===== src/rtl/ccr_params.svh =====
// Offsets, field positions and reset values of the card/device control bank.
// Definitions only; included by ccr_func_regs and ccr_top of the bank.
`ifndef CCR_PARAMS_SVH
`define CCR_PARAMS_SVH

// ----------------------------------------------------------------------------
// Register offsets in configuration space
// ----------------------------------------------------------------------------
`define CCR_OFF_CARD     8'h91
`define CCR_OFF_DEV      8'h92

// ----------------------------------------------------------------------------
// Reset values and writable masks
// ----------------------------------------------------------------------------
`define CCR_CARD_RST     8'h00
`define CCR_DEV_RST      8'h66
`define CCR_CARD_WMASK   8'he6
`define CCR_DEV_WMASK    8'hef
`define CCR_RDATA_RST    8'h00

// ----------------------------------------------------------------------------
// Card control field positions
// ----------------------------------------------------------------------------
`define CCR_CC_RING      7
`define CCR_CC_VID       6
`define CCR_CC_PRIO      5
`define CCR_CC_AUDIO     2
`define CCR_CC_SPK       1
`define CCR_CC_IFG       0

// ----------------------------------------------------------------------------
// Device control field positions
// ----------------------------------------------------------------------------
`define CCR_DC_LOCK      7
`define CCR_DC_LOWV      6
`define CCR_DC_DIAG      5
`define CCR_DC_TEST      3
`define CCR_DC_MODE_HI   2
`define CCR_DC_MODE_LO   1
`define CCR_DC_NAND      0

// Number of socket functions and of synchronised card pins
`define CCR_NUM_SOCK     2
`define CCR_NUM_PINS     8

`endif


===== src/rtl/ccr_pkg.sv =====
// Types shared by the card/device control bank.
// Assumes the constants header is included by the modules that use it.
package ccr_pkg;

  // Interrupt delivery mode, device control bits 2:1
  typedef enum logic [1:0] {
    CCR_MODE_PAR_PCI   = 2'h0,
    CCR_MODE_PAR_BOTH  = 2'h1,
    CCR_MODE_SER_IRQ   = 2'h2,
    CCR_MODE_SER_BOTH  = 2'h3
  } ccr_irq_mode_type;

  // One configuration byte
  typedef logic [7:0] ccr_byte_type;

endpackage


===== src/rtl/ccr_sync2.sv =====
// Two-stage synchroniser for a vector of card-side pins.
// Assumes each bit is an independent level; no bus coherency is kept.
`timescale 1ns/10ps

module ccr_sync2 #(
  parameter int WIDTH = 8
) (
  // Clock and reset
  input  wire logic             clk_i,
  input  wire logic             rst_i,
  // Pin side and synchronised side
  input  wire logic [WIDTH-1:0] async_i,
  output logic      [WIDTH-1:0] sync_o
);

  logic [WIDTH-1:0] stage1;  // Read only by the second stage
  logic [WIDTH-1:0] stage2;  // Safe to use in logic

  // ---------------------------------------------------------------------------
  // Two flops; metastability settles in the first
  // ---------------------------------------------------------------------------
  always_ff @(posedge clk_i or posedge rst_i) begin
    if (rst_i) begin
      stage1 <= '0;
      stage2 <= '0;
    end else begin
      stage1 <= async_i;
      stage2 <= stage1;
    end
  end

  assign sync_o = stage2;

endmodule


===== src/rtl/ccr_func_regs.sv =====
// Card control and device control registers of one socket function.
// Assumes write strobes are one-cycle pulses decoded by the parent.
`timescale 1ns/10ps

module ccr_func_regs
  import ccr_pkg::*;
(
  // Clock and global reset
  input  wire logic         clk_i,
  input  wire logic         rst_i,
  // Write port
  input  wire logic         wr_card_i,
  input  wire logic         wr_dev_i,
  input  wire ccr_byte_type wdata_i,
  // Synchronised functional interrupt of this socket
  input  wire logic         irq_event_i,
  // Register contents
  output ccr_byte_type      card_control_o,
  output ccr_byte_type      device_control_o
);

  `include "ccr_params.svh"

  ccr_byte_type card_control;       // Stored card control
  ccr_byte_type device_control;     // Stored device control
  ccr_byte_type next_card_control;
  ccr_byte_type next_device_control;

  // ---------------------------------------------------------------------------
  // Next values: masked writes, sticky flag
  // ---------------------------------------------------------------------------
  always_comb begin
    next_card_control   = card_control;
    next_device_control = device_control;
    // Reserved bits never take write data, so they stay zero
    if (wr_card_i) begin
      next_card_control = (card_control & ~`CCR_CARD_WMASK) | (wdata_i & `CCR_CARD_WMASK);
    end
    // A pending interrupt beats a write-one clear in the same cycle
    if (irq_event_i) begin
      next_card_control[`CCR_CC_IFG] = 1'b1;
    end else if (wr_card_i && wdata_i[`CCR_CC_IFG]) begin
      next_card_control[`CCR_CC_IFG] = 1'b0;
    end else begin
      next_card_control[`CCR_CC_IFG] = card_control[`CCR_CC_IFG];
    end
    // Bit 4 is read-only zero; test bit 3 stores as written
    if (wr_dev_i) begin
      next_device_control = (device_control & ~`CCR_DEV_WMASK) | (wdata_i & `CCR_DEV_WMASK);
    end
  end

  // ---------------------------------------------------------------------------
  // Storage, cleared only by the global reset
  // ---------------------------------------------------------------------------
  always_ff @(posedge clk_i or posedge rst_i) begin
    if (rst_i) begin
      card_control   <= `CCR_CARD_RST;
      device_control <= `CCR_DEV_RST;
    end else begin
      card_control   <= next_card_control;
      device_control <= next_device_control;
    end
  end

  assign card_control_o   = card_control;
  assign device_control_o = device_control;

  // ---------------------------------------------------------------------------
  // Checks
  // ---------------------------------------------------------------------------
  chk_irq_flag_set: assert property (
    @(posedge clk_i) disable iff (rst_i)
    irq_event_i |=> card_control[`CCR_CC_IFG])
    else $error("interrupt flag not set by card event");

  chk_irq_flag_clr: assert property (
    @(posedge clk_i) disable iff (rst_i)
    (wr_card_i && !irq_event_i) |=>
      (card_control[`CCR_CC_IFG] == ($past(card_control[`CCR_CC_IFG]) &&
                                    !$past(wdata_i[`CCR_CC_IFG]))))
    else $error("interrupt flag write-one-clear wrong");

  chk_rsvd_zero: assert property (
    @(posedge clk_i) disable iff (rst_i)
    (card_control[4:3] == 2'h0) && (device_control[4] == 1'b0))
    else $error("reserved bit not zero");

endmodule


===== src/rtl/ccr_top.sv =====
// Card control and device control bank for a two-socket card bridge.
// Assumes configuration cycles arrive as one-cycle strobes on clk_i with
// a byte offset and a function number; card pins are asynchronous.
//
// Behaviour
// - Ring enable bit gates ring-indicate output.
// - Video enable tri-states that socket's video port.
// - Priority bit picks socket when both video-enabled.
// - Card control bits 4:3 read zero.
// - Audio mux zero drives card audio PWM.
// - Speaker enable passes card speaker to host.
// - Socket functional interrupt sets its flag.
// - Writing one clears flag; zero keeps it.
// - Only global reset clears these registers.
// - Power lock blocks power-down while in D3.
// - Low-voltage force bit reports capability, resets one.
// - Diagnostic bit is read/write, resets one.
// - Device control bit 4 reads zero, unwritable.
// - Test bit shortens interrogation counter; write zero.
// - Mode bits select interrupt delivery scheme.
// - Diagnostic enable runs NAND chain over inputs.
// - Status-change interrupts follow external routing control.
`timescale 1ns/10ps

module ccr_top
  import ccr_pkg::*;
(
  // Clock and global reset (asynchronous, active high)
  input  wire logic         clk_i,
  input  wire logic         rst_i,
  // Configuration access
  input  wire logic         cfg_write_i,
  input  wire logic         cfg_read_i,
  input  wire logic         cfg_func_i,
  input  wire logic [7:0]   cfg_offset_i,
  input  wire ccr_byte_type cfg_wdata_i,
  output ccr_byte_type      cfg_rdata_o,
  output logic              cfg_rvalid_o,
  // Card-side pins, one bit per socket, asynchronous
  input  wire logic [1:0]   card_func_irq_i,
  input  wire logic [1:0]   card_ring_i,
  input  wire logic [1:0]   card_audio_i,
  input  wire logic [1:0]   card_speaker_i,
  // Power management requests, same clock
  input  wire logic [1:0]   power_off_req_i,
  input  wire logic [1:0]   power_on_req_i,
  input  wire logic [1:0]   d3_state_i,
  // Status-change interrupts and their routing permit, same clock
  input  wire logic [1:0]   status_change_irq_i,
  input  wire logic         csc_route_i,
  // Card services
  output logic              ring_indicate_output_o,
  output logic [1:0]        video_port_hiz_o,
  output logic              video_select0_n_o,
  output logic              video_select1_n_o,
  output logic              card_audio_pwm_o,
  output logic              host_speaker_out_o,
  output logic [1:0]        card_irq_pending_o,
  // Device behaviour
  output logic [1:0]        socket_power_off_o,
  output logic [1:0]        low_volt_capable_o,
  output logic [1:0]        test_short_count_o,
  output ccr_irq_mode_type  irq_signal_mode0_o,
  output ccr_irq_mode_type  irq_signal_mode1_o,
  output logic              status_change_pci_o,
  output logic              nand_tree_en_o,
  output logic              nand_tree_out_o
);

  `include "ccr_params.svh"

  // ---------------------------------------------------------------------------
  // Declarations
  // ---------------------------------------------------------------------------
  logic [`CCR_NUM_PINS-1:0] pins_sync;        // Synchronised card pins
  logic [1:0]               irq_s;            // Functional interrupt, per socket
  logic [1:0]               ring_s;           // Ring indicate, per socket
  logic [1:0]               aud_s;            // Card audio, per socket
  logic [1:0]               spk_s;            // Card speaker, per socket
  logic [1:0]               wr_card;          // Card control write strobe
  logic [1:0]               wr_dev;           // Device control write strobe
  ccr_byte_type             card_reg [2];     // Card control per socket
  ccr_byte_type             dev_reg  [2];     // Device control per socket
  logic [1:0]               ring_en;          // Ring output enables
  logic [1:0]               vid_en;           // Video compatibility enables
  logic [1:0]               audio_mux;        // One means audio not routed
  logic [1:0]               spk_en;           // Speaker pass enables
  logic [1:0]               lock;             // Power lock bits
  logic [1:0]               nand_en;          // NAND chain enables
  logic [`CCR_NUM_PINS-1:0] nand_chain;       // NAND chain taps

  ccr_byte_type             next_rdata;
  logic                     next_rvalid;
  logic                     next_ring;
  logic                     next_sel0_n;
  logic                     next_sel1_n;
  logic                     next_audio;
  logic                     next_speaker;
  logic [1:0]               power_off;
  logic [1:0]               next_power_off;
  logic                     next_csc;
  logic                     next_nand_out;
  logic                     next_nand_en;

  // Offset match, shared by write and read decode
  function automatic logic is_offset(input logic [7:0] off, input logic [7:0] target);
    is_offset = (off == target);
  endfunction

  // ---------------------------------------------------------------------------
  // Pin synchronisers
  // ---------------------------------------------------------------------------
  ccr_sync2 #(
    .WIDTH (`CCR_NUM_PINS)
  ) u_sync (
    .clk_i   (clk_i),
    .rst_i   (rst_i),
    .async_i ({card_speaker_i, card_audio_i, card_ring_i, card_func_irq_i}),
    .sync_o  (pins_sync)
  );

  assign irq_s  = pins_sync[1:0];
  assign ring_s = pins_sync[3:2];
  assign aud_s  = pins_sync[5:4];
  assign spk_s  = pins_sync[7:6];

  // ---------------------------------------------------------------------------
  // Per-socket register copies
  // ---------------------------------------------------------------------------
  // Each function has its own bank, so one socket never disturbs the other
  for (genvar s = 0; s < `CCR_NUM_SOCK; s++) begin : g_sock
    assign wr_card[s] = cfg_write_i && (cfg_func_i == s[0])
                        && is_offset(cfg_offset_i, `CCR_OFF_CARD);
    assign wr_dev[s]  = cfg_write_i && (cfg_func_i == s[0])
                        && is_offset(cfg_offset_i, `CCR_OFF_DEV);

    ccr_func_regs u_regs (
      .clk_i            (clk_i),
      .rst_i            (rst_i),
      .wr_card_i        (wr_card[s]),
      .wr_dev_i         (wr_dev[s]),
      .wdata_i          (cfg_wdata_i),
      .irq_event_i      (irq_s[s]),
      .card_control_o   (card_reg[s]),
      .device_control_o (dev_reg[s])
    );

    // Field taps
    assign ring_en[s]            = card_reg[s][`CCR_CC_RING];
    assign vid_en[s]             = card_reg[s][`CCR_CC_VID];
    assign audio_mux[s]          = card_reg[s][`CCR_CC_AUDIO];
    assign spk_en[s]             = card_reg[s][`CCR_CC_SPK];
    assign lock[s]               = dev_reg[s][`CCR_DC_LOCK];
    assign nand_en[s]            = dev_reg[s][`CCR_DC_NAND];
    // Register-driven outputs
    assign video_port_hiz_o[s]   = card_reg[s][`CCR_CC_VID];
    assign card_irq_pending_o[s] = card_reg[s][`CCR_CC_IFG];
    assign low_volt_capable_o[s] = dev_reg[s][`CCR_DC_LOWV];
    assign test_short_count_o[s] = dev_reg[s][`CCR_DC_TEST];
  end

  // Interrupt delivery mode per socket
  assign irq_signal_mode0_o =
    ccr_irq_mode_type'(dev_reg[0][`CCR_DC_MODE_HI:`CCR_DC_MODE_LO]);
  assign irq_signal_mode1_o =
    ccr_irq_mode_type'(dev_reg[1][`CCR_DC_MODE_HI:`CCR_DC_MODE_LO]);

  // ---------------------------------------------------------------------------
  // Configuration read
  // ---------------------------------------------------------------------------
  // Unmapped offsets answer zero so the caller always gets a byte back
  always_comb begin
    next_rvalid = cfg_read_i;
    next_rdata  = `CCR_RDATA_RST;
    if (cfg_read_i) begin
      if (is_offset(cfg_offset_i, `CCR_OFF_CARD)) begin
        next_rdata = card_reg[cfg_func_i];
      end else if (is_offset(cfg_offset_i, `CCR_OFF_DEV)) begin
        next_rdata = dev_reg[cfg_func_i];
      end else begin
        next_rdata = `CCR_RDATA_RST;
      end
    end
  end

  always_ff @(posedge clk_i or posedge rst_i) begin
    if (rst_i) begin
      cfg_rdata_o  <= `CCR_RDATA_RST;
      cfg_rvalid_o <= 1'b0;
    end else begin
      cfg_rdata_o  <= next_rdata;
      cfg_rvalid_o <= next_rvalid;
    end
  end

  // ---------------------------------------------------------------------------
  // Card services: ring, video select, audio, speaker
  // ---------------------------------------------------------------------------
  always_comb begin
    // Ring is only passed while its socket enables it
    next_ring    = |(ring_s & ring_en);
    // Priority follows socket 0's bit; a lone enabled socket always wins
    next_sel0_n  = !(vid_en[0] && (!vid_en[1] || !card_reg[0][`CCR_CC_PRIO]));
    next_sel1_n  = !(vid_en[1] && (!vid_en[0] || card_reg[0][`CCR_CC_PRIO]));
    // Audio is already a pulse stream, so it is passed as the PWM level
    next_audio   = |(aud_s & ~audio_mux);
    // Two speakers mix by exclusive-or, as on a single-bit sounder
    next_speaker = ^(spk_s & spk_en);
  end

  always_ff @(posedge clk_i or posedge rst_i) begin
    if (rst_i) begin
      ring_indicate_output_o <= 1'b0;
      video_select0_n_o      <= 1'b1;
      video_select1_n_o      <= 1'b1;
      card_audio_pwm_o       <= 1'b0;
      host_speaker_out_o     <= 1'b0;
    end else begin
      ring_indicate_output_o <= next_ring;
      video_select0_n_o      <= next_sel0_n;
      video_select1_n_o      <= next_sel1_n;
      card_audio_pwm_o       <= next_audio;
      host_speaker_out_o     <= next_speaker;
    end
  end

  // ---------------------------------------------------------------------------
  // Socket power, status change routing
  // ---------------------------------------------------------------------------
  always_comb begin
    for (int s = 0; s < `CCR_NUM_SOCK; s++) begin
      next_power_off[s] = power_off[s];
      // A locked socket in D3 keeps its power whatever software asks
      if (power_off_req_i[s] && !(lock[s] && d3_state_i[s])) begin
        next_power_off[s] = 1'b1;
      end else if (power_on_req_i[s]) begin
        next_power_off[s] = 1'b0;
      end
    end
    // Routing choice itself lives in the diagnostic register outside
    next_csc = csc_route_i && (|status_change_irq_i);
  end

  always_ff @(posedge clk_i or posedge rst_i) begin
    if (rst_i) begin
      power_off           <= 2'h0;
      status_change_pci_o <= 1'b0;
    end else begin
      power_off           <= next_power_off;
      status_change_pci_o <= next_csc;
    end
  end

  assign socket_power_off_o = power_off;

  // ---------------------------------------------------------------------------
  // NAND-tree diagnostic chain
  // ---------------------------------------------------------------------------
  // Taps only synchronised inputs; no output of this bank joins the chain
  assign nand_chain[0] = !pins_sync[0];
  for (genvar i = 1; i < `CCR_NUM_PINS; i++) begin : g_nand
    assign nand_chain[i] = !(nand_chain[i-1] && pins_sync[i]);
  end

  always_comb begin
    next_nand_en  = |nand_en;
    next_nand_out = next_nand_en && nand_chain[`CCR_NUM_PINS-1];
  end

  always_ff @(posedge clk_i or posedge rst_i) begin
    if (rst_i) begin
      nand_tree_en_o  <= 1'b0;
      nand_tree_out_o <= 1'b0;
    end else begin
      nand_tree_en_o  <= next_nand_en;
      nand_tree_out_o <= next_nand_out;
    end
  end

  // ---------------------------------------------------------------------------
  // Checks
  // ---------------------------------------------------------------------------
  chk_ring_gate: assert property (
    @(posedge clk_i) disable iff (rst_i)
    (ring_en == 2'h0) |=> !ring_indicate_output_o)
    else $error("ring output active while disabled");

  chk_video_hiz: assert property (
    @(posedge clk_i) disable iff (rst_i)
    wr_card[0] |=> (video_port_hiz_o[0] == $past(cfg_wdata_i[`CCR_CC_VID])))
    else $error("video tri-state does not follow write");

  chk_video_prio: assert property (
    @(posedge clk_i) disable iff (rst_i)
    ((vid_en == 2'h3) && !card_reg[0][`CCR_CC_PRIO]) |=>
      (!video_select0_n_o && video_select1_n_o))
    else $error("socket 0 not granted video priority");

  chk_audio_route: assert property (
    @(posedge clk_i) disable iff (rst_i)
    (audio_mux == 2'h3) |=> !card_audio_pwm_o)
    else $error("audio driven while not routed");

  chk_speaker_off: assert property (
    @(posedge clk_i) disable iff (rst_i)
    (spk_en == 2'h0) |=> !host_speaker_out_o)
    else $error("speaker output active while disabled");

  chk_power_lock: assert property (
    @(posedge clk_i) disable iff (rst_i)
    (lock[0] && d3_state_i[0] && !power_off[0]) |=> !power_off[0])
    else $error("locked socket powered down in D3");

  chk_mode_write: assert property (
    @(posedge clk_i) disable iff (rst_i)
    wr_dev[1] |=> (irq_signal_mode1_o == $past(cfg_wdata_i[2:1])))
    else $error("interrupt mode does not follow write");

  chk_nand_off: assert property (
    @(posedge clk_i) disable iff (rst_i)
    (nand_en == 2'h0) |=> !nand_tree_out_o)
    else $error("NAND chain output while disabled");

endmodule


===== config.mk =====
export PLATFORM = sky130hd
export DESIGN_NAME = ccr_top
export DESIGN_NICKNAME = d
export VERILOG_FILES = /design/src/rtl/ccr_pkg.sv /design/src/rtl/ccr_sync2.sv /design/src/rtl/ccr_func_regs.sv /design/src/rtl/ccr_top.sv
export VERILOG_INCLUDE_DIRS = /design/src /design/src/rtl
export SDC_FILE = /design/constraint.sdc
export NUM_CORES = 1
export LEC_CHECK = 0
export ABC_AREA = 1
export BUFFER_PORTS_ARGS = -buffer_cell sky130_fd_sc_hd__buf_2
export CAP_MARGIN = 20
export CORE_MARGIN = 1
export CORE_UTILIZATION = 55
export CTS_CLUSTER_SIZE = 30
export DETAILED_ROUTE_END_ITERATION = 7
export GPL_TIMING_DRIVEN = 0
export PLACE_DENSITY = 0.83
export SLEW_MARGIN = 20
export SYNTH_ARGS = -nofsm -noshare
export SYNTH_HDL_FRONTEND = slang
export SYNTH_SLANG_ARGS = --single-unit

===== constraint.sdc =====
create_clock -name clk_i -period 2.7 [get_ports clk_i]
set_input_delay 0.27 -clock clk_i [delete_from_list [all_inputs] [get_ports clk_i]]
set_output_delay 0.27 -clock clk_i [all_outputs]
set_load 0.01 [all_outputs]

==> metrics.csv, run 1 <==
stage,metric,value,unit
routing,dr.pass1.iters,5,
routing,via_per_inst,4.91,
clocking,numCtsBuffers,9,
floorplan,dieHeight,69.6,um
setup_path,criticalPathCategory,reg2out,
logic_synthesis,ys_seq_elements,61,
floorplan,core_area,4380,um^2
timing,relSlewSlack,53.1,%
final_layout,finish.net_count,384,
final_layout,design_area,3140,um^2
timing,setup_viol_count_final,0,
timing,tightestPinTransition,0.704,ns
final_layout,synthToLayoutAreaGrowth,24.8,%
timing,rsz0062_at_grt,false,
setup_path,reg2reg_from,g_sock[0].u_regs.device_control_o[6],
logic_synthesis,yosysMostFrequentCell,nand2_1,
final_layout,final_core_util,71.6,%
timing,drv_slew,0,
final_layout,drive_above_1_share,34.2,%
logic_synthesis,yosys.cell_types.count,24,
global_route,grt_pass1_vias,1911,
routing,drtIter0Drc,119,
global_route,grt_util_all_layers,22.2,%
clocking,ctsResizeCount,0,
routing,wl_per_cell,12.1,um
min_path,hp-start,card_func_irq_i[1],
clocking,ctsHoldBuffers,0,
routing,drc_errors,0,
floorplan,die_x,69.6,um
global_route,overflow,0,
logic_synthesis,syn_avg_cell_area,9.35,um^2
routing,wl,4870,um
status,status,"complete, no violations",
logic_synthesis,synth_top_area_share,50.7,%
logic_synthesis,synth_area_leaders,"dfrtp_1 (51%), nand2_1 (16%), dfstp_2 (10%)",
power,vdd_drop_max,0.455,mV
logic_synthesis,synth_ff_type,dfrtp_1,
global_route,grt_max_degree,62,
clocking,worstSkewPairLatency,0.33,ns
clocking,clkTransAtPathRegs,0.07,ns
place,port_buffers,66,
place,dpl_cell_area,2910,um^2
setup_path,cp_max_fo,3,
clocking,cts_tree,yes,
setup_path,startpoint,g_sock[0].u_regs.device_control_o[6],
logic_synthesis,syn-cell-area,2520,um^2
place,place.gp.congestion,0.834,
logic_synthesis,yosysTopAreaCell,dfrtp_1,
min_path,hold_path.class,in2reg,
timing,tns,0,ns
floorplan,die_area,4850,um^2
logic_synthesis,syn_inst,269,
timing,fin_skew,0.00925,ns
clocking,postCtsSetupBuffers,0,
clocking,htree_levels,3,
power,power,0.00199,W
logic_synthesis,synthTopCellsByCount,"nand2_1 (109), dfrtp_1 (51), inv_1 (22), nand3_1 (16), buf_4 (15)",
place,place_hpwl,3430,um
logic_synthesis,synth_edf_count,0,
logic_synthesis,synth_warnings,0,
setup_path,required,2.43,ns
global_route,antenna_found_initial,0,
routing,vias,1980,
routing,ant_nets,0,
final_layout,n_antenna_cell,0,
logic_synthesis,synthesis.nets,307,
setup_path,endpoint_kind,output port,
job,maxCapViolations,0,
logic_synthesis,async_reset_ff_share,100,%
timing,period_share,50.5,%
timing,min_period,1.36,ns
setup_path,critPathLaunchType,register,
clocking,cts_sinks,61,
power,p_leak,1.77,nW
logic_synthesis,seq_area_frac_synth,61.2,%
timing,hold_viol,0,
floorplan,num_rows,24,
clocking,cts_root_buf,clkbuf_8,
setup_path,critPathArrivalTime,1.09,ns
clocking,clk_path_buf_depth,2,
floorplan,initial_core_util,57.4,%
floorplan,io_pins,69,
timing,max_clock_freq,733,MHz
global_route,grt_pass1_wl,8190,um
power,power_density,635,nW/um^2
per-layer routing:
metal | vias up | global-route usage, % | routed length, um
met4 | 0 | 10.4 | 82
met5 | - | 0 | 0
met1 | 919 | 26.8 | 2070
li1 | 974 | - | -
met3 | 9 | 6.54 | 321
met2 | 78 | 36.8 | 2400
power by group:
group          switching, W  internal, W
sequential        0.0000144     0.000948
clock              0.000336     0.000567
combinational     0.0000775    0.0000498
total              0.000428      0.00156
state kept, by name, indices dropped and copies added (netlist names), 2 cells and up:
name and count:
g_sock.u_regs.device_control_o 14, g_sock.u_regs.card_control_o 12, cfg_rdata_o 8, u_sync.stage1 8, u_sync.sync_o 8, socket_power_off_o 2
final timing paths:
| path | slack (ns) | end | cells after the start |
|---|---|---|---|
| max | 1.34 | low_volt_capable_o[0] | 2 |
| min | 0.04 | u_sync.stage1[1] | 1 |
| max reg2reg | 1.67 | cfg_rdata_o[6] | 6 |
| min reg2reg | 0.35 | u_sync.sync_o[3] | 0 |
| max in group asynchronous | 2.18 | g_sock[0].u_regs.card_control_o[7] | 2 |
| min in group asynchronous | 0.07 | cfg_rdata_o[6] | 2 |
area by class of cell:
cell class	count	area [um^2]
sequential	61	1540
fill	339	1240
multi-input combinational	165	753
timing repair buffer	66	330
clock buffer	12	155
buffer	16	118
inverter	27	109
clock inverter	4	70.1
tap	52	65.1
placed cells by master (no fill, tap or decap), drive strengths merged:
master	count
a211oi	1
a21oi	6
a22o	1
buf	82
bufinv	2
clkbuf	12
clkinv	3
conb	1
dfrtp	51
dfstp	10
inv	26
nand2	113
nand3	16
nand4	1
nor2	8
nor3	1
o21a	1
o21ai	14
o22ai	1
xor2	1
cell families after synthesis:
| family | count (synthesis) | synth area share [%] |
|---|---|---|
| AO/OA/AOI/OAI | 24 | 5.17 |
| flip-flops | 61 | 61.2 |
| AND/OR/NAND/NOR | 139 | 24.3 |
| buffers and inverters | 43 | 8.90 |
| XOR/XNOR | 1 | 0.348 |
| other | 1 | 0.149 |
metrics by stage:
step | instances | hold slack (ns) | setup slack, ns
5_1_grt | 403 | 0.0273 | 1.30
3_3_place_gp | 387 | 0.331 | 0.311
6_report | 403 | 0.0425 | 1.34
4_1_cts | 403 | 0.0329 | 1.33
3_5_place_dp | 387 | 0.335 | 1.32
2_1_floorplan | 269 | 0.301 | 0.934
worst max-delay path, stage by stage, from the launching register on:
cell and delay (ns):
dfstp_2 0.55, buf_4 0.10, buf_2 0.11
Note: power is estimated with default switching activity, not from simulation.
==> run 2: changes to the inputs <==
- ABC_AREA: 1 -> 0
- CORE_UTILIZATION: 55 -> 46
- PLACE_DENSITY: 0.83 -> 0.75
- clock period: 2.7 -> 1.2 ns (I/O delays scaled with it)
==> run 2 against run 1 <==
The flow now finishes with violations (negative setup slack). Sequential power is 120% higher. Critical path type is now in2reg. Sequential share of layout area fell by 4.2 points. Via count is 17% lower. Flip-flop and latch count did not move. Worst hold slack lost 0.00064 ns. Register-to-register slack got worse by 1.6 ns. Worst setup slack got worse by 1.5 ns.
==> metrics.csv, run 2 <==
stage,metric,value,unit,change
setup_path,ff2ff_path_depth,4,,-2
timing,min_period,1.34,ns,
power,p_leak,1.71,nW,-3.2%
status,violations,negative setup slack,,
global_route,grt_max_degree,30,,-52%
setup_path,cp_max_fo,7,,+4
setup_path,cpLargestDelayFamily,simple AND/OR/NAND/NOR gates,,
final_layout,final_common_cell,buf_2,,
routing,dr.pass1.iters,4,,-1
routing,wl,5010,um,+2.8%
floorplan,io_pins,69,,unchanged
power,p_sw_share,21.2,%,-0.27 points
logic_synthesis,yosysMostFrequentCell,dfrtp_1,,
setup_path,cpPeakStageDelay,0.57,ns,+0.02 ns
global_route,overflow,0,,unchanged
setup_path,path_common_cell,buf_6,,
global_route,grt_util_all_layers,20.5,%,-1.7 points
logic_synthesis,async_reset_ff_share,100,%,unchanged
global_route,grt_use_met2,34.8,%,-2.0 points
timing,rsz0062_at_grt,true,,
floorplan,die_x,74.4,um,+6.8%
timing,period_share,112,%,
clocking,clk_path_buf_depth,2,,unchanged
clocking,htree_levels,3,,unchanged
timing,hold_ws,0.0419,ns,-0.000644 ns
final_layout,drive_above_1_share,52.7,%,+19 points
timing,hold_viol,0,,unchanged
place,port_buffers,66,,unchanged
global_route,grt_pass1_wl,8050,um,-1.7%
floorplan,dieHeight,74.4,um,+6.8%
final_layout,largest_reg_flops,14,,unchanged
logic_synthesis,synth_edf_count,0,,unchanged
logic_synthesis,synthTopCellsByCount,"dfrtp_1 (51), mux2_2 (25), buf_4 (12), mux2i_1 (12)",,
setup_path,cp_cell_sequence,"buf_6, or4b_4, nor2_4, buf_6, nand3_4, mux2_4",,
power,p_comb_share,7.9,%,+1.5 points
setup_path,criticalPathCategory,in2reg,,
power,p_switching,0.000968,W,+130%
global_route,gr-usage-met3,5.42,%,-1.1 points
setup_path,endpoint_kind,register,,
timing,fin_skew,0.0110,ns,+0.00178 ns
job,maxCapViolations,0,,unchanged
clocking,cts_sinks,61,,unchanged
status,status,"finished, violations left",,
floorplan,num_rows,25,,+4.2%
min_path,hold_path.class,in2reg,,
final_layout,n_antenna_cell,0,,unchanged
floorplan,core_area,4880,um^2,+11%
power,p_int,0.00360,W,+130%
place,dp_cells,306,,-21%
final_layout,seq_area,1540,um^2,unchanged
place,place_hpwl,3120,um,-9.1%
routing,drc_errors,0,,unchanged
power,power_density,1330,nW/um^2,+110%
logic_synthesis,syn-cell-area,2410,um^2,-4.2%
logic_synthesis,synthesis.nets,209,,-32%
setup_path,critPathBufInv,2,,unchanged
timing,setup_viol_count_final,26,,+26
logic_synthesis,synth_warnings,0,,unchanged
routing,vias,1642,,-17%
clocking,worstSkewPairLatency,0.34,ns,about the same
final_layout,fill_cells,325,,-4.1%
logic_synthesis,seq_area_frac_synth,63.8,%,+2.7 points
setup_path,path_depth,6,,+4
final_layout,layout_common_cells,"buf_2 (60), dfrtp_1 (51), mux2_2 (18)",,
clocking,clkTransAtPathRegs,0.06,ns,about the same
final_layout,stdcell_count,344,,-15%
setup_path,critPathArrivalTime,1.56,ns,+0.47 ns
logic_synthesis,ys_seq_elements,61,,unchanged
power,power,0.00457,W,+130%
floorplan,die_area,5530,um^2,+14%
final_layout,multiInputGateArea,812,um^2,+7.8%
power,vdd_drop_max,1.03,mV,+130%
place,dpl_cell_area,2900,um^2,-0.43%
routing,via_per_inst,4.77,,-2.8%
clocking,numCtsBuffers,9,,unchanged
power,p_clk_share,44.7,%,-0.6 points
logic_synthesis,yosysTopAreaCell,dfrtp_1,,
power,power_frac_seq,47.4,%,-0.9 points
logic_synthesis,yosys.cell_types.count,29,,+21%
logic_synthesis,syn_inst,171,,-36%
global_route,top_usage_layer,met2,,
final_layout,finish.net_count,310,,-19%
routing,wl_per_cell,14.6,um,+20%
timing,max_clock_freq,746,MHz,
setup_path,required,1.42,ns,-1.01 ns
clocking,cts_tree,yes,,
routing,ant_nets,0,,unchanged
final_layout,design_area,3440,um^2,+9.5%
clocking,cts_root_buf,clkbuf_8,,
logic_synthesis,synth_ff_type,dfrtp_1,,
global_route,grtUsageMet1,23.6,%,-3.1 points
routing,drtIter0Drc,96,,-19%
final_layout,synthToLayoutAreaGrowth,42.6,%,
logic_synthesis,synth_area_leaders,"dfrtp_1 (53%), mux2_2 (12%), dfstp_2 (11%)",,
logic_synthesis,synth_top_area_share,52.9,%,+2.2 points
global_route,antenna_found_initial,0,,unchanged
setup_path,slowest_stage,or4b_4,,
logic_synthesis,syn_avg_cell_area,14.1,um^2,+51%
timing,drv_slew,0,,unchanged
timing,setup_ws,-0.140,ns,-1.48 ns
min_path,hold_path_depth,2,,+1
floorplan,initial_core_util,49.4,%,-8.0 points
place,place.gp.congestion,0.779,,-6.6%
setup_path,critPathLaunchType,primary input,,
global_route,grt_pass1_vias,1732,,-9.4%
## run 2: final cells by class
class                           count  share of cell area (%)
Multi-Input combinational cell     88                    23.6
Buffer                              8                    1.57
Timing Repair Buffer               96                    20.1
Tap cell                           67                    2.44
Clock inverter                      4                    2.04
Sequential cell                    61                    44.8
Inverter                            8                   0.983
Clock buffer                       12                    4.51
## run 2: worst paths after layout
path | from | end | slack [ns]
min reg2reg | u_sync.stage1[1] | u_sync.sync_o[1] | 0.34
min | cfg_wdata_i[3] | g_sock[0].u_regs.device_control_o[3] | 0.04
max | cfg_offset_i[5] | g_sock[0].u_regs.device_control_o[3] | -0.14
min in group asynchronous | rst_i | nand_tree_out_o | 0.25
max in group asynchronous | rst_i | g_sock[0].u_regs.device_control_o[1] | 0.28
max reg2reg | g_sock[1].u_regs.device_control_o[2] | cfg_rdata_o[2] | 0.11
## run 2: power groups by stage
stage | clock [W] | combinational (W) | sequential [W]
4_1_cts | 0.00209 | 0.000366 | 0.00216
3_3_place_gp | 0 | 0.000276 | 0.00220
5_1_grt | 0.00218 | 0.000397 | 0.00217
2_1_floorplan | 0 | 0.000146 | 0.00220
3_5_place_dp | 0 | 0.000300 | 0.00220
6_report | 0.00204 | 0.000361 | 0.00216
## run 2: what timing repair did
| action | 4_1_cts | 5_1_grt |
|---|---|---|
| buffers inserted | 11 | 0 |
| hold endpoints to repair | 48 | 0 |
| hold buffers | 17 | 0 |
| pin swaps | 4 | 2 |
| setup endpoints to repair | 32 | 33 |
| cloned | 0 | 0 |
| gates resized for setup | 14 | 7 |
## run 2: stage by stage
step                      setup WS [ns]  util [%]  setup TNS, ns
after floorplan                  -0.329         -          -6.59
after global placement           -0.613      58.5         -14.17
after detailed placement         -0.620      59.5         -14.57
after CTS                        -0.148      70.6          -2.32
after global routing             -0.164      70.4          -3.15
final                            -0.140      70.4          -2.42
## run 2: cells by family (layout without fill, tap and decap cells)
| family | count (synthesis) | after routing | synth area share, % |
|---|---|---|---|
| compound gates | 18 | 18 | 5.35 |
| xor+xnor | 1 | 1 | 0.363 |
| buf+inv | 22 | 128 | 5.34 |
| flops | 61 | 61 | 63.8 |
| mux | 37 | 37 | 16.7 |
| other cells | 1 | 1 | 0.156 |
| simple gates | 31 | 31 | 8.30 |
## run 2: per-layer routing
| layer | vias up | share of wire (%) |
|---|---|---|
| met5 | - | 0 |
| met4 | 0 | 2.1 |
| met3 | 10 | 4.8 |
| met2 | 56 | 52 |
| met1 | 791 | 41 |
| li1 | 785 | - |
## run 2: worst register-to-register path, delay by kind of cell (launching register included)
family / cells / cell delay [ns]
AOI/OAI and AO/OA: 1 / 0.21
buffers and inverters: 1 / 0.12
muxes: 1 / 0.07
DFF: 1 / 0.54
and+or+nand+nor: 1 / 0.09
==> run 3: changes to the inputs <==
==> constraint.sdc (replaced) <==
create_clock -name clk_i -period 1.2 [get_ports clk_i]
set_input_delay 0.12 -clock clk_i [delete_from_list [all_inputs] [get_ports clk_i]]
set_output_delay 0.12 -clock clk_i [all_outputs]
set_load 0.005 [all_outputs]
==> run 3 against run 2 <==
The run still ends with negative setup slack left. Final area up 0.44%. Critical path depth did not move. Power about the same. Cell count up 0.58%. Maximum frequency about the same. Highest routed layer unchanged.
==> metrics.csv, run 3 (synthesis gave the netlist of run 2 again) <==
stage,metric,value,unit,change
routing,dr.pass1.iters,4,,unchanged
global_route,grt_pass1_vias,1719,,-0.75%
job,maxCapViolations,0,,unchanged
final_layout,n_antenna_cell,0,,unchanged
setup_path,reg2reg_slack,0.12,ns,about the same
global_route,overflow,0,,unchanged
setup_path,slowest_stage,or4b_4,,
final_layout,stdcell_count,346,,+0.58%
routing,drc_errors,0,,unchanged
clocking,cts_tree,yes,,
setup_path,criticalPathCategory,in2reg,,
power,power_density,1320,nW/um^2,-0.52%
timing,tns,-2.47,ns,-0.0524 ns
floorplan,core_area,4880,um^2,unchanged
power,p_clk_share,44.9,%,+0.2 points
timing,setup_ws,-0.141,ns,-0.00109 ns
final_layout,final_common_cell,buf_2,,
timing,setup_viol_count_final,26,,unchanged
global_route,grt_util_all_layers,20.3,%,-0.23 points
final_layout,finish.net_count,312,,+0.65%
setup_path,critPathArrivalTime,1.56,ns,about the same
timing,min_period,1.34,ns,+0.00109 ns
clocking,cts_sinks,61,,unchanged
timing,period_share,112,%,about the same
power,vdd_drop_max,1.03,mV,-0.41%
floorplan,io_pins,69,,unchanged
timing,max_clock_freq,746,MHz,about the same
status,status,"finished, violations left",,
setup_path,cp_max_fo,7,,unchanged
setup_path,required,1.42,ns,about the same
final_layout,layout_common_cells,"buf_2 (60), dfrtp_1 (51), mux2_2 (18)",,
power,p_switching,0.000963,W,-0.56%
clocking,clk_path_buf_depth,2,,unchanged
final_layout,drive_above_1_share,53.0,%,+0.34 points
place,dpl_cell_area,2900,um^2,unchanged
timing,rsz0062_at_grt,true,,
routing,vias,1650,,+0.49%
setup_path,critPathLaunchType,primary input,,
setup_path,endpoint_kind,register,,
routing,drtIter0Drc,80,,-17%
global_route,grt_max_degree,30,,unchanged
timing,hold_viol,0,,unchanged
place,place_hpwl,3120,um,unchanged
routing,ant_nets,0,,unchanged
place,place.gp.congestion,0.779,,unchanged
place,port_buffers,66,,unchanged
final_layout,fill_cells,326,,+0.31%
clocking,numCtsBuffers,9,,unchanged
timing,fin_skew,0.0114,ns,+0.000414 ns
floorplan,dieHeight,74.4,um,unchanged
setup_path,cpPeakStageDelay,0.57,ns,about the same
routing,wl,4950,um,-1.3%
floorplan,die_x,74.4,um,unchanged
min_path,hold_path.class,in2reg,,
clocking,clkTransAtPathRegs,0.06,ns,about the same
routing,via_per_inst,4.77,,about the same
routing,wl_per_cell,14.3,um,-1.8%
global_route,grt_pass1_wl,7950,um,-1.3%
clocking,htree_levels,3,,unchanged
setup_path,path_common_cell,buf_6,,
power,p_leak,1.72,nW,+0.63%
place,dp_cells,306,,unchanged
final_layout,synthToLayoutAreaGrowth,43.2,%,
power,p_sw_share,21.1,%,-0.10 points
final_layout,largest_reg_flops,14,,unchanged
power,p_comb_share,7.7,%,-0.2 points
timing,drv_slew,0,,unchanged
power,power_frac_seq,47.4,%,about the same
clocking,cts_root_buf,clkbuf_8,,
global_route,antenna_found_initial,0,,unchanged
power,p_int,0.00360,W,about the same
setup_path,cp_cell_sequence,"buf_6, or4b_4, nor2_4, buf_6, nand3_4, mux2_4",,
final_layout,design_area,3450,um^2,+0.44%
status,violations,negative setup slack,,
floorplan,die_area,5530,um^2,unchanged
floorplan,initial_core_util,49.4,%,unchanged
clocking,worstSkewPairLatency,0.34,ns,about the same
floorplan,num_rows,25,,unchanged
run 3: cell count changes in the layout (fill, tap and decap cells not counted), sizes merged:
cell | before | now
buf | 86 | 88
run 3: metrics by stage:
step	power, W	hold slack, ns	setup slack [ns]	utilization, %
2_1_floorplan	0.00234	0.151	-0.329	-
3_3_place_gp	0.00246	0.228	-0.613	58.5
3_5_place_dp	0.00249	0.0599	-0.620	59.5
4_1_cts	0.00460	0.00623	-0.148	70.0
5_1_grt	0.00474	0.0364	-0.164	70.7
6_report	0.00456	0.0418	-0.141	70.7
run 3: worst paths after layout:
| kind | startpoint | endpoint | depth (start not counted) |
|---|---|---|---|
| worst max-delay path | cfg_offset_i[5] | g_sock[0].u_regs.device_control_o[3] | 6 |
| worst min-delay path | cfg_wdata_i[3] | g_sock[0].u_regs.device_control_o[3] | 2 |
| worst max register to register | g_sock[1].u_regs.device_control_o[2] | cfg_rdata_o[2] | 4 |
| worst min register to register | u_sync.stage1[1] | u_sync.sync_o[1] | 0 |
| max in group asynchronous | rst_i | g_sock[0].u_regs.device_control_o[1] | 5 |
| min in group asynchronous | rst_i | nand_tree_out_o | 3 |
run 3: worst max-delay path: cells and delay by family:
kind / cells / cell delay [ns]
buf+inv: 2 / 0.22
simple gates: 3 / 0.88
mux: 1 / 0.34
run 3: cell type report:
| class | count | area, um^2 | share of cell area, % |
|---|---|---|---|
| sequential | 61 | 1540 | 44.6 |
| buffer | 10 | 68.8 | 1.99 |
| inverter | 8 | 33.8 | 0.979 |
| multi-input combinational | 88 | 812 | 23.5 |
| clock inverter | 4 | 70.1 | 2.03 |
| timing repair buffer | 96 | 689 | 20.0 |
| clock buffer | 12 | 155 | 4.49 |
| tap | 67 | 83.8 | 2.43 |
run 3: layer usage:
metal | track usage, % | wire length [um] | vias to the layer above
li1 | - | - | 789
met1 | 23.2 | 2050 | 795
met2 | 34.5 | 2550 | 56
met3 | 5.42 | 238 | 10
met4 | 11.3 | 104 | 0
met5 | 0 | 0 | -
run 3: repair_timing:
item,4_1_cts,5_1_grt
endpoints found under the setup margin,31,33
pin swaps,4,2
hold endpoints to repair,48,0
hold buffers,17,0
setup buffers,10,1
resized for setup,11,10
run 3: power by group through the flow:
stage | logic, W | registers [W] | clock network (W)
after floorplan | 0.000143 | 0.00220 | 0
after detailed placement | 0.000289 | 0.00220 | 0
final | 0.000352 | 0.00216 | 0.00205
after global placement | 0.000264 | 0.00220 | 0
after CTS | 0.000350 | 0.00216 | 0.00209
after global routing | 0.000389 | 0.00217 | 0.00218
